===== config.mk =====
export PLATFORM = sky130hd
export DESIGN_NAME = nt_vc_regs
export DESIGN_NICKNAME = d
export VERILOG_FILES = /design/src/common/nt_vc_pkg.sv /design/src/common/nt_load_if.sv /design/src/core/nt_table_loader.sv /design/src/core/nt_vc_regs.sv
export SDC_FILE = /design/constraint.sdc
export NUM_CORES = 1
export LEC_CHECK = 0
export BUFFER_PORTS_ARGS = -buffer_cell sky130_fd_sc_hd__buf_2
export CORE_UTILIZATION = 55
export DETAILED_ROUTE_END_ITERATION = 16
export PLACE_DENSITY = 0.9
export SKIP_CTS_REPAIR_TIMING = 1
export SYNTH_ARGS = -nofsm -noshare
export SYNTH_HDL_FRONTEND = slang
export SYNTH_SLANG_ARGS = --single-unit

===== constraint.sdc =====
create_clock -name mclk -period 35.9 [get_ports mclk]
set_clock_uncertainty 0.15 [all_clocks]
set_input_delay 1.795 -clock mclk [delete_from_list [all_inputs] [get_ports mclk]]
set_output_delay 1.795 -clock mclk [all_outputs]
set_load 0.005 [all_outputs]

===== src/common/nt_vc_pkg.sv =====
/*
  Constants for the non-transparent port channel and arbitration register bank.
  Assumes a dword configuration access port on the core clock.
*/
package nt_vc_pkg;
  localparam logic [11:0] OFF_PORT_CAP1 = 12'h14C;
  localparam logic [11:0] OFF_PORT_CTRL = 12'h154;
  localparam logic [11:0] OFF_CH0_CAP = 12'h158;
  localparam logic [11:0] OFF_CH0_CTRL = 12'h15C;
  localparam logic [11:0] OFF_CH0_STAT = 12'h160;
  localparam logic [11:0] OFF_CH1_CAP = 12'h164;
  localparam logic [11:0] OFF_CH1_CTRL = 12'h168;
  localparam logic [11:0] OFF_CH1_STAT = 12'h16C;
  localparam logic [11:0] OFF_CH_TABLE = 12'h188;
  localparam logic [11:0] OFF_PORT_TABLE0 = 12'h198;
  localparam logic [11:0] OFF_PORT_TABLE1 = 12'h1A8;
  localparam logic [11:0] OFF_TUNE0 = 12'h844;
  localparam logic [11:0] OFF_TUNE1 = 12'h848;
  localparam logic [11:0] OFF_DISPLAY = 12'h84C;
  localparam logic [11:0] OFF_TUNE2 = 12'h854;
  localparam logic [11:0] OFF_CDR = 12'h858;
  localparam int TABLE_WORDS = 4;
  localparam logic [31:0] RST_TUNE0 = 32'h0400_1060;
  localparam logic [31:0] RST_TUNE1 = 32'h0400_0800;
  localparam logic [31:0] RST_TUNE2 = 32'h0000_0080;
  localparam logic [31:0] RST_CDR = 32'h0000_5600;
  localparam logic [31:0] MASK_TUNE2 = 32'h0000_7FFF;
  localparam logic [31:0] MASK_CDR = 32'h0000_1F00;
  localparam logic [7:0] RST_CH0_MAP = 8'hFF;
  localparam logic [7:0] RST_CH1_MAP = 8'h00;
  localparam logic [2:0] RST_CH1_ID = 3'h1;
  localparam logic [2:0] SEL_DEFAULT = 3'h0;
  localparam logic [2:0] SEL_WRR = 3'h3;
  localparam logic [2:0] SEL_TIME_WRR = 3'h4;
  localparam int CROSSLINK_BIT = 2;
  localparam int LOAD_BIT = 16;
  localparam int SEL_LSB = 17;
  localparam int STATUS_BIT = 16;
  localparam int PENDING_BIT = 17;
  localparam int CHID_LSB = 24;
  localparam int CHEN_BIT = 31;
  localparam logic [31:0] CAP1_VALUE = 32'h0000_0800;
  localparam logic [31:0] CH0_CAP_VALUE = 32'h053F_0003;
  localparam logic [31:0] CH1_CAP_VALUE = 32'h063F_0013;
  localparam logic [31:0] VC_CAP2_VALUE = 32'h0400_0003;
  localparam logic [31:0] VC_CAP2_NO_CH1 = 32'h0000_0003;
  localparam logic [11:0] OFF_VC_CAP2 = 12'h150;
  localparam int LOAD_CYCLES = 4;
endpackage : nt_vc_pkg


===== src/common/nt_load_if.sv =====
/*
  Load handshake between the register bank and a table loader.
  Assumes both ends run on mclk.
*/
`timescale 1ns/100ps
`default_nettype none
interface nt_load_if;
  logic start;
  logic busy;
  logic done;
  modport bank (output start, input busy, input done);
  modport loader (input start, output busy, output done);
endinterface : nt_load_if
`default_nettype wire


===== src/core/nt_table_loader.sv =====
/*
  Table loader: copies a programmed table into the active copy over a fixed
  number of cycles. Assumes start is a one-cycle pulse on mclk.
*/
`timescale 1ns/100ps
`default_nettype none
module nt_table_loader #(
  parameter int WIDTH = 128,
  parameter int CYCLES = 4
) (
  input wire logic mclk,
  input wire logic reset,
  nt_load_if.loader ld,
  input wire logic [WIDTH-1:0] programmed,
  output logic [WIDTH-1:0] active
);
  logic [7:0] count_reg, count_next;
  logic [WIDTH-1:0] active_reg, active_next;
  logic done_reg, done_next;

  // Count down, then latch the table in one go so users never see a mix
  always_comb begin
    count_next = count_reg;
    active_next = active_reg;
    done_next = 1'b0;
    if (ld.start && count_reg == 8'h00) begin
      count_next = 8'(CYCLES);
    end else if (count_reg == 8'h01) begin
      count_next = 8'h00;
      active_next = programmed;
      done_next = 1'b1;
    end else if (count_reg != 8'h00) begin
      count_next = count_reg - 8'h01;
    end
  end

  always_ff @(posedge mclk or posedge reset) begin
    if (reset) begin
      count_reg <= 8'h00;
      active_reg <= '0;
      done_reg <= 1'b0;
    end else begin
      count_reg <= count_next;
      active_reg <= active_next;
      done_reg <= done_next;
    end
  end

  assign ld.busy = count_reg != 8'h00;
  assign ld.done = done_reg;
  assign active = active_reg;

  property p_load_done;
    @(posedge mclk) disable iff (reset)
      (ld.start && count_reg == 8'h00) |-> ##(CYCLES + 1) done_reg;
  endproperty
  a_load_done: assert property (p_load_done) else $error("load did not finish");
endmodule : nt_table_loader
`default_nettype wire


===== src/core/nt_vc_regs.sv =====
/*
  Channel and arbitration register bank of the non-transparent port.
  Assumes a single-cycle dword configuration access port on mclk; the
  preload engine writes through the same port; negotiation status arrives
  from the link layer as asynchronous levels.
*/
`timescale 1ns/100ps
`default_nettype none
module nt_vc_regs #(
  parameter bit SECOND_CHANNEL_PRESENT = 1'b1,
  parameter int LOAD_LATENCY = nt_vc_pkg::LOAD_CYCLES
) (
  input wire logic mclk,
  input wire logic reset,
  input wire logic cfg_wr,
  input wire logic cfg_rd,
  input wire logic [11:0] cfg_addr,
  input wire logic [31:0] cfg_wdata,
  output logic [31:0] cfg_rdata,
  output logic cfg_rvalid,
  input wire logic [1:0] negotiation_busy,
  output logic [7:0] ch0_class_map,
  output logic [7:0] ch1_class_map,
  output logic [2:0] ch0_port_select,
  output logic [2:0] ch1_port_select,
  output logic [2:0] ch1_id,
  output logic ch1_enable,
  output logic crosslink_enable,
  output logic display_decode_enable,
  output logic [2:0] channel_select,
  output logic [127:0] active_channel_table,
  output logic [127:0] active_port_table0,
  output logic [127:0] active_port_table1
);
  import nt_vc_pkg::*;

  logic [7:0] map0_reg, map0_next;
  logic [7:0] map1_reg, map1_next;
  logic [2:0] sel0_reg, sel0_next;
  logic [2:0] sel1_reg, sel1_next;
  logic [2:0] chsel_reg, chsel_next;
  logic [2:0] id1_reg, id1_next;
  logic en1_reg, en1_next;
  logic [31:0] tune0_reg, tune0_next;
  logic [31:0] tune1_reg, tune1_next;
  logic [31:0] tune2_reg, tune2_next;
  logic [31:0] cdr_reg, cdr_next;
  logic [31:0] chtab_reg [TABLE_WORDS];
  logic [31:0] chtab_next [TABLE_WORDS];
  logic [31:0] ptab0_reg [TABLE_WORDS];
  logic [31:0] ptab0_next [TABLE_WORDS];
  logic [31:0] ptab1_reg [TABLE_WORDS];
  logic [31:0] ptab1_next [TABLE_WORDS];
  logic st_ch_reg, st_ch_next;
  logic st_p0_reg, st_p0_next;
  logic st_p1_reg, st_p1_next;
  logic [31:0] rdata_reg, rdata_next;
  logic rvalid_reg;
  logic [1:0] neg_meta_reg, neg_sync_reg;
  logic [1:0] tab_word;
  logic hit_ch, hit_p0, hit_p1;
  logic load_ch, load_p0, load_p1;
  logic [127:0] chtab_flat, ptab0_flat, ptab1_flat;

  nt_load_if ch_ld ();
  nt_load_if p0_ld ();
  nt_load_if p1_ld ();

  // Table word decode; each table spans four dwords
  always_comb begin
    tab_word = cfg_addr[3:2];
    hit_ch = (cfg_addr >= OFF_CH_TABLE) && (cfg_addr < OFF_CH_TABLE + 12'h010);
    hit_p0 = (cfg_addr >= OFF_PORT_TABLE0) && (cfg_addr < OFF_PORT_TABLE0 + 12'h010);
    hit_p1 = (cfg_addr >= OFF_PORT_TABLE1) && (cfg_addr < OFF_PORT_TABLE1 + 12'h010);
    tab_word = 2'(cfg_addr[3:2] - (hit_ch ? OFF_CH_TABLE[3:2] : OFF_PORT_TABLE0[3:2]));
  end

  // Load strobes are pulses only; nothing holds them, so they read as zero
  always_comb begin
    load_ch = cfg_wr && cfg_addr == OFF_PORT_CTRL && cfg_wdata[0];
    load_p0 = cfg_wr && cfg_addr == OFF_CH0_CTRL && cfg_wdata[LOAD_BIT];
    load_p1 = cfg_wr && cfg_addr == OFF_CH1_CTRL && cfg_wdata[LOAD_BIT];
  end

  assign ch_ld.start = load_ch;
  assign p0_ld.start = load_p0;
  assign p1_ld.start = load_p1;

  // Control and tuning registers
  always_comb begin
    map0_next = map0_reg;
    map1_next = map1_reg;
    sel0_next = sel0_reg;
    sel1_next = sel1_reg;
    chsel_next = chsel_reg;
    id1_next = id1_reg;
    en1_next = en1_reg;
    tune0_next = tune0_reg;
    tune1_next = tune1_reg;
    tune2_next = tune2_reg;
    cdr_next = cdr_reg;
    if (cfg_wr) begin
      case (cfg_addr)
        OFF_PORT_CTRL: begin
          chsel_next = (cfg_wdata[3:1] == 3'h1) ? 3'h1 : SEL_DEFAULT;
        end
        OFF_CH0_CTRL: begin
          map0_next = cfg_wdata[7:0];
          // Unsupported schemes fall back rather than being stored
          if (cfg_wdata[SEL_LSB+:3] == SEL_WRR) begin
            sel0_next = SEL_WRR;
          end else begin
            sel0_next = SEL_DEFAULT;
          end
        end
        OFF_CH1_CTRL: begin
          map1_next = {cfg_wdata[7:1], 1'b0};
          if (cfg_wdata[SEL_LSB+:3] == SEL_WRR || cfg_wdata[SEL_LSB+:3] == SEL_TIME_WRR) begin
            sel1_next = cfg_wdata[SEL_LSB+:3];
          end else begin
            sel1_next = SEL_DEFAULT;
          end
          id1_next = cfg_wdata[CHID_LSB+:3];
          en1_next = cfg_wdata[CHEN_BIT];
        end
        OFF_TUNE0: tune0_next = cfg_wdata;
        OFF_TUNE1: tune1_next = cfg_wdata;
        OFF_TUNE2: tune2_next = cfg_wdata & MASK_TUNE2;
        OFF_CDR: cdr_next = cfg_wdata & MASK_CDR;
        default: begin
        end
      endcase
    end
  end

  // Table arrays and their status flags; a write in the finishing cycle wins
  always_comb begin
    for (int i = 0; i < TABLE_WORDS; i++) begin
      chtab_next[i] = chtab_reg[i];
      ptab0_next[i] = ptab0_reg[i];
      ptab1_next[i] = ptab1_reg[i];
    end
    st_ch_next = st_ch_reg;
    st_p0_next = st_p0_reg;
    st_p1_next = st_p1_reg;
    if (ch_ld.done) st_ch_next = 1'b0;
    if (p0_ld.done) st_p0_next = 1'b0;
    if (p1_ld.done) st_p1_next = 1'b0;
    if (cfg_wr && hit_ch) begin
      chtab_next[tab_word] = cfg_wdata & 32'h7777_7777;
      st_ch_next = 1'b1;
    end
    if (cfg_wr && hit_p0) begin
      ptab0_next[tab_word] = cfg_wdata & 32'h3333_3333;
      st_p0_next = 1'b1;
    end
    if (cfg_wr && hit_p1) begin
      ptab1_next[tab_word] = cfg_wdata & 32'h3333_3333;
      st_p1_next = 1'b1;
    end
  end

  // Read mux; tuning words hold state but never show it
  always_comb begin
    rdata_next = 32'h0000_0000;
    if (cfg_rd) begin
      case (cfg_addr)
        OFF_PORT_CAP1: rdata_next = CAP1_VALUE;
        OFF_VC_CAP2: rdata_next = SECOND_CHANNEL_PRESENT ? VC_CAP2_VALUE : VC_CAP2_NO_CH1;
        OFF_PORT_CTRL: rdata_next = {15'h0000, st_ch_reg, 12'h000, chsel_reg, 1'b0};
        OFF_CH0_CAP: rdata_next = CH0_CAP_VALUE;
        OFF_CH0_CTRL: begin
          rdata_next = {1'b1, 4'h0, 3'h0, 4'h0, sel0_reg, 1'b0, 8'h00, map0_reg};
        end
        OFF_CH0_STAT: rdata_next = {14'h0000, neg_sync_reg[0], st_p0_reg, 16'h0000};
        OFF_CH1_CAP: begin
          rdata_next = SECOND_CHANNEL_PRESENT ? CH1_CAP_VALUE : 32'h0000_0000;
        end
        OFF_CH1_CTRL: begin
          rdata_next = {en1_reg, 4'h0, id1_reg, 4'h0, sel1_reg, 1'b0, 8'h00, map1_reg};
        end
        OFF_CH1_STAT: rdata_next = {14'h0000, neg_sync_reg[1], st_p1_reg, 16'h0000};
        default: begin
          if (hit_ch) rdata_next = chtab_reg[tab_word];
          else if (hit_p0) rdata_next = ptab0_reg[tab_word];
          else if (hit_p1) rdata_next = ptab1_reg[tab_word];
        end
      endcase
    end
  end

  // Register stage
  always_ff @(posedge mclk or posedge reset) begin
    if (reset) begin
      map0_reg <= RST_CH0_MAP;
      map1_reg <= RST_CH1_MAP;
      sel0_reg <= SEL_DEFAULT;
      sel1_reg <= SEL_DEFAULT;
      chsel_reg <= SEL_DEFAULT;
      id1_reg <= SECOND_CHANNEL_PRESENT ? RST_CH1_ID : 3'h0;
      en1_reg <= 1'b0;
      tune0_reg <= RST_TUNE0;
      tune1_reg <= RST_TUNE1;
      tune2_reg <= RST_TUNE2;
      cdr_reg <= RST_CDR;
      for (int i = 0; i < TABLE_WORDS; i++) begin
        chtab_reg[i] <= 32'h0000_0000;
        ptab0_reg[i] <= 32'h0000_0000;
        ptab1_reg[i] <= 32'h0000_0000;
      end
      st_ch_reg <= 1'b0;
      st_p0_reg <= 1'b0;
      st_p1_reg <= 1'b0;
      rdata_reg <= 32'h0000_0000;
      rvalid_reg <= 1'b0;
      neg_meta_reg <= 2'h0;
      neg_sync_reg <= 2'h0;
    end else begin
      map0_reg <= map0_next;
      map1_reg <= map1_next;
      sel0_reg <= sel0_next;
      sel1_reg <= sel1_next;
      chsel_reg <= chsel_next;
      id1_reg <= id1_next;
      en1_reg <= en1_next;
      tune0_reg <= tune0_next;
      tune1_reg <= tune1_next;
      tune2_reg <= tune2_next;
      cdr_reg <= cdr_next;
      for (int i = 0; i < TABLE_WORDS; i++) begin
        chtab_reg[i] <= chtab_next[i];
        ptab0_reg[i] <= ptab0_next[i];
        ptab1_reg[i] <= ptab1_next[i];
      end
      st_ch_reg <= st_ch_next;
      st_p0_reg <= st_p0_next;
      st_p1_reg <= st_p1_next;
      rdata_reg <= rdata_next;
      rvalid_reg <= cfg_rd;
      neg_meta_reg <= negotiation_busy; // Pins come from the link layer domain
      neg_sync_reg <= neg_meta_reg;
    end
  end

  assign chtab_flat = {chtab_reg[3], chtab_reg[2], chtab_reg[1], chtab_reg[0]};
  assign ptab0_flat = {ptab0_reg[3], ptab0_reg[2], ptab0_reg[1], ptab0_reg[0]};
  assign ptab1_flat = {ptab1_reg[3], ptab1_reg[2], ptab1_reg[1], ptab1_reg[0]};

  // One loader per table, so loads of different tables may overlap
  nt_table_loader #(.WIDTH(128), .CYCLES(LOAD_LATENCY)) u_ch_loader (
    .mclk(mclk), .reset(reset), .ld(ch_ld), .programmed(chtab_flat),
    .active(active_channel_table));
  nt_table_loader #(.WIDTH(128), .CYCLES(LOAD_LATENCY)) u_p0_loader (
    .mclk(mclk), .reset(reset), .ld(p0_ld), .programmed(ptab0_flat),
    .active(active_port_table0));
  nt_table_loader #(.WIDTH(128), .CYCLES(LOAD_LATENCY)) u_p1_loader (
    .mclk(mclk), .reset(reset), .ld(p1_ld), .programmed(ptab1_flat),
    .active(active_port_table1));

  // Flop-driven outputs, except display_decode_enable, which is tied high
  assign cfg_rdata = rdata_reg;
  assign cfg_rvalid = rvalid_reg;
  assign ch0_class_map = map0_reg;
  assign ch1_class_map = map1_reg;
  assign ch0_port_select = sel0_reg;
  assign ch1_port_select = sel1_reg;
  assign channel_select = chsel_reg;
  assign ch1_id = id1_reg;
  assign ch1_enable = en1_reg;
  assign crosslink_enable = tune0_reg[CROSSLINK_BIT];
  assign display_decode_enable = 1'b1;

  property p_map1_bit0;
    @(posedge mclk) disable iff (reset) cfg_wr && cfg_addr == OFF_CH1_CTRL |=> !map1_reg[0];
  endproperty
  a_map1_bit0: assert property (p_map1_bit0) else $error("class 0 on channel 1");

  property p_map0_write;
    @(posedge mclk) disable iff (reset)
      cfg_wr && cfg_addr == OFF_CH0_CTRL |=> map0_reg == $past(cfg_wdata[7:0]);
  endproperty
  a_map0_write: assert property (p_map0_write) else $error("channel 0 map lost");

  property p_sel0_legal;
    @(posedge mclk) disable iff (reset) sel0_reg == SEL_DEFAULT || sel0_reg == SEL_WRR;
  endproperty
  a_sel0_legal: assert property (p_sel0_legal) else $error("illegal channel 0 select");

  property p_sel1_legal;
    @(posedge mclk) disable iff (reset)
      sel1_reg == SEL_DEFAULT || sel1_reg == SEL_WRR || sel1_reg == SEL_TIME_WRR;
  endproperty
  a_sel1_legal: assert property (p_sel1_legal) else $error("illegal channel 1 select");

  property p_p0_status_set;
    @(posedge mclk) disable iff (reset) cfg_wr && hit_p0 |=> st_p0_reg;
  endproperty
  a_p0_status_set: assert property (p_p0_status_set) else $error("status not set");

  property p_tune_reads_zero;
    @(posedge mclk) disable iff (reset)
      cfg_rd && (cfg_addr == OFF_TUNE0 || cfg_addr == OFF_DISPLAY) |=> cfg_rdata == 32'h0;
  endproperty
  a_tune_reads_zero: assert property (p_tune_reads_zero) else $error("tuning nonzero");

  property p_ctrl_load_zero;
    @(posedge mclk) disable iff (reset) cfg_rd && cfg_addr == OFF_CH0_CTRL
      |=> !cfg_rdata[LOAD_BIT] && cfg_rdata[CHEN_BIT] && cfg_rdata[26:24] == 3'h0;
  endproperty
  a_ctrl_load_zero: assert property (p_ctrl_load_zero) else $error("ctrl 0 readback");

  property p_pending_follows;
    @(posedge mclk) disable iff (reset)
      negotiation_busy[0] [*3] |-> neg_sync_reg[0];
  endproperty
  a_pending_follows: assert property (p_pending_follows) else $error("pending lost");

  // A finished load clears the flag unless a table write lands in that cycle
  property p_ch_clear;
    @(posedge mclk) disable iff (reset) ch_ld.done && !(cfg_wr && hit_ch) |=> !st_ch_reg;
  endproperty
  a_ch_clear: assert property (p_ch_clear) else $error("channel status stuck");

  property p_p1_clear;
    @(posedge mclk) disable iff (reset) p1_ld.done && !(cfg_wr && hit_p1) |=> !st_p1_reg;
  endproperty
  a_p1_clear: assert property (p_p1_clear) else $error("port 1 status stuck");

  property p_xlink_write;
    @(posedge mclk) disable iff (reset) cfg_wr && cfg_addr == OFF_TUNE0
      |=> crosslink_enable == $past(cfg_wdata[CROSSLINK_BIT]);
  endproperty
  a_xlink_write: assert property (p_xlink_write) else $error("crosslink lost");

  property p_ch1_read;
    @(posedge mclk) disable iff (reset) cfg_rd && cfg_addr == OFF_CH1_CTRL
      |=> !cfg_rdata[LOAD_BIT] && !cfg_rdata[0] && cfg_rdata[30:27] == 4'h0;
  endproperty
  a_ch1_read: assert property (p_ch1_read) else $error("ctrl 1 readback");

  // Bit 3 of every phase nibble is reserved and must never come back
  property p_chtab_rsvd;
    @(posedge mclk) disable iff (reset)
      cfg_rd && hit_ch |=> (cfg_rdata & 32'h8888_8888) == 32'h0000_0000;
  endproperty
  a_chtab_rsvd: assert property (p_chtab_rsvd) else $error("phase reserved bit");
endmodule : nt_vc_regs
`default_nettype wire


==> results.md <==
* Status: completed
* Hold Path Depth at 0
* CORE AREA at 43,300 µm²
* Most instantiated library cell after synthesis: dfrtp_1
* Setup TNS at 0 ns
* Top post-synthesis cells by area: dfrtp_1 54%, mux2_2 13%, mux2_4 7.9%, buf_4 5.5%, mux4_2 5.1%
* Synth area leader: dfrtp_1
* Initial DRC count at 1,173
* Fill cell count at 3,050
* Die Span X at 212 µm
* Mux cell area share after synthesis at 29.1%
* CP Capture Type: flip-flop
* Initial antenna violation count at 2
* Worst hold-check path type: reg2reg
* DP HPWL at 42,600 µm
* Post-layout min period at between 5 and 6 ns
* Bufs on Longest Clock Path at 3
* Leakage at about 15 nW
* Main synth FF type: dfrtp_1
* Final WL at 64,400 µm
* WP data arrival at between 5 and 6 ns
* Final worst slack at a little over 30 ns
* R2R depth at 6
* Routed wire per std cell at 25.1 µm
* Synth Cell Area at around 24,000 µm²
* Worst-skew pair later-pin latency at 0.61 ns
* Least-Margin Pin Slew at 1.23 ns
* Unrepaired setup endpoints after global routing: false
* Post-synthesis adder-cell area fraction at 0.309%
* Max_cap viols at 0
* Clk sinks at 537
* Final Max Slew Viols at 0
* Largest net degree at the start of global routing at 187
* CTS buffer count at 53
* VDD IR max at 38.4 µV
* Area delta synth->final at 13.2%
* Antenna Nets Post-Route at 0
* Pre-Repair DR Iteration Count at 5
* Slew headroom at 17.8%
* First-pass GRT wire length at 96,300 µm
* CP max FO at 58
* Pwr/cell area at just under 50 nW/µm²
* Final number of setup-violating endpoints at 0
* Worst reg2reg path startpoint: u_ch_loader.count_reg[4]$_DFFE_PP0P_
* Fmax at 0.185 GHz
* Post-synthesis compound-gate area fraction at around 2.8%
* GRT Util Overall at 29.1%
* R2r setup slk at ~32 ns
* Final hold vios at 0
* Clock-pin slew of the registers on the worst-case setup and hold paths at ~0.060 ns
* DRC violations left at 0
* Layout cell share with drive strength beyond 1 at approximately 47%
* Synth Register Bits at between 500 and 600
* Post-synthesis cell type count at 70
* Initial core utilization at 56.1%
* GP Congestion at around 0.88
* I/O Buffers at 325
* Vias/cell at between 5 and 6
* Main combinational cell family by area after synthesis: multiplexers
* Synth cell count leaders: 528 x dfrtp_1, 289 x mux2_2, 178 x buf_4
* H-tree level count at 2
* Xor-xnor portion of the synthesized cell area at 0.216%
* Final period util at 15.1%
* CTS root buf: clkbuf_16
* WHS Endpoint: neg_sync_reg[0]$_DFF_PP0_
* Die area at 45,000 µm²
* Die height at 212 µm
* GRT overflow at 0
* Hold_sp: neg_meta_reg[0]$_DFF_PP0_
* Post-synth ARST share at between 90% and 100%
* Critical path type: in2reg
* Via count at 14,600
* I/O pin count at between 400 and 500
* Row count at 76
* Top-area cell type share of the netlist area at 54.4%
* TritonCTS clock tree: done
* Synth Warn # at 0
* Post-synth EDFFs at 0
* Mean area per synthesized cell at around 15 µm²
* Worst Path Required at 36.23 ns
* Nets at roughly 2,000
* Register area share after synthesis at 55.4%
* RR Endpoint: u_ch_loader.active[12]$_DFFE_PP0P_
* Post-Synth Simple-Gate Area at between 4 and 5%
* Post-Place Setup Slack at 29.82 ns
* Cells after synthesis at 1,638
* Vias in the first global route at 15,200
* Crit start category: input port
[layer usage]
metal | track usage, % | vias to the layer above | share of wire, %
met5 | 0 | - | 0.019
li1 | - | 6113 | -
met2 | 46.3 | 672 | 48
met3 | 7.03 | 170 | 7.1
met1 | 37.0 | 7660 | 39
met4 | 15.0 | 2 | 5.2
[worst max-delay path, stage by stage]
cell	delay, ns
buf_4	0.61
buf_4	0.67
and3b_1	0.36
nand4_4	0.34
nor3_2	0.10
nor3b_4	0.52
buf_4	0.84
mux2_2	0.41
[worst max path at each step]
stage / startpoint / to / slack, ns / cells past startpoint
final: cfg_addr[2] / u_p1_loader.active[113]$_DFFE_PP0P_ / 30.49 / 8
after global routing: cfg_addr[2] / u_p1_loader.active[112]$_DFFE_PP0P_ / 30.24 / 8
after CTS: cfg_addr[2] / u_p1_loader.active[113]$_DFFE_PP0P_ / 30.47 / 8
after detailed placement: cfg_addr[2] / u_p1_loader.active[112]$_DFFE_PP0P_ / 29.82 / 8
after global placement: cfg_addr[2] / u_p1_loader.active[1]$_DFFE_PP0P_ / 29.91 / 8
after floorplan: reset / cfg_rdata[0]$_DFF_PP0_ / 18.96 / 1
[report_power, final]
part / leakage, nW / switching [mW] / total [mW] / internal [mW]
registers: 7.42 / 0.0186 / 0.646 / 0.627
logic: 6.21 / 0.0710 / 0.119 / 0.0485
clock network: 0.920 / 0.243 / 0.589 / 0.347
total: 14.5 / 0.332 / 1.35 / 1.02
[metrics by stage]
| step | util (%) | total power, mW | instance area (µm²) | hold slack [ns] | std cells |
|---|---|---|---|---|---|
| CTS | 63.5 | 1.36 | 27500 | 0.202 | 2569 |
| global placement | 59.2 | 0.771 | 25600 | 0.188 | 2469 |
| finish | 63.5 | 1.35 | 27500 | 0.202 | 2570 |
| floorplan | - | 0.752 | 24900 | 0.181 | 1804 |
| detailed placement | 59.2 | 0.776 | 25600 | 0.187 | 2469 |
| global route | 63.5 | 1.40 | 27500 | 0.212 | 2570 |
[kinds of logic after synthesis]
| family | after synthesis |
|---|---|
| buf+inv | 275 |
| mux | 531 |
| simple gates | 180 |
| fa+ha+maj | 6 |
| compound gates | 101 |
| other cells | 2 |
| xor+xnor | 6 |
| flops | 537 |
[final cells by class]
cell class / count / area, µm² / share of cell area (%)
Clock buffer: 75 / 1560 / 5.68
Multi-Input combinational cell: 992 / 9610 / 35.0
Tap cell: 585 / 732 / 2.66
Antenna cell: 1 / 2.50 / 0.00911
Timing Repair Buffer: 341 / 1760 / 6.42
Inverter: 14 / 60.1 / 0.219
Clock inverter: 25 / 295 / 1.07
Sequential cell: 537 / 13400 / 48.9
[cells in the final DEF, fill, tap and decap left out, types with 13 or more instances in the layout]
| cell type | count |
|---|---|
| a22oi_1 | 18 |
| nand2_1 | 53 |
| dfrtp_1 | 528 |
| clkbuf_16 | 55 |
| nor3_1 | 13 |
| mux2_2 | 289 |
| nor2_1 | 31 |
| mux2_1 | 57 |
| o21ai_0 | 15 |
| conb_1 | 168 |
| a21oi_1 | 26 |
| buf_4 | 17 |
| buf_2 | 323 |
| mux4_2 | 55 |
| clkinv_2 | 13 |
| mux2_4 | 127 |
Power figures use the tool's default switching activity.
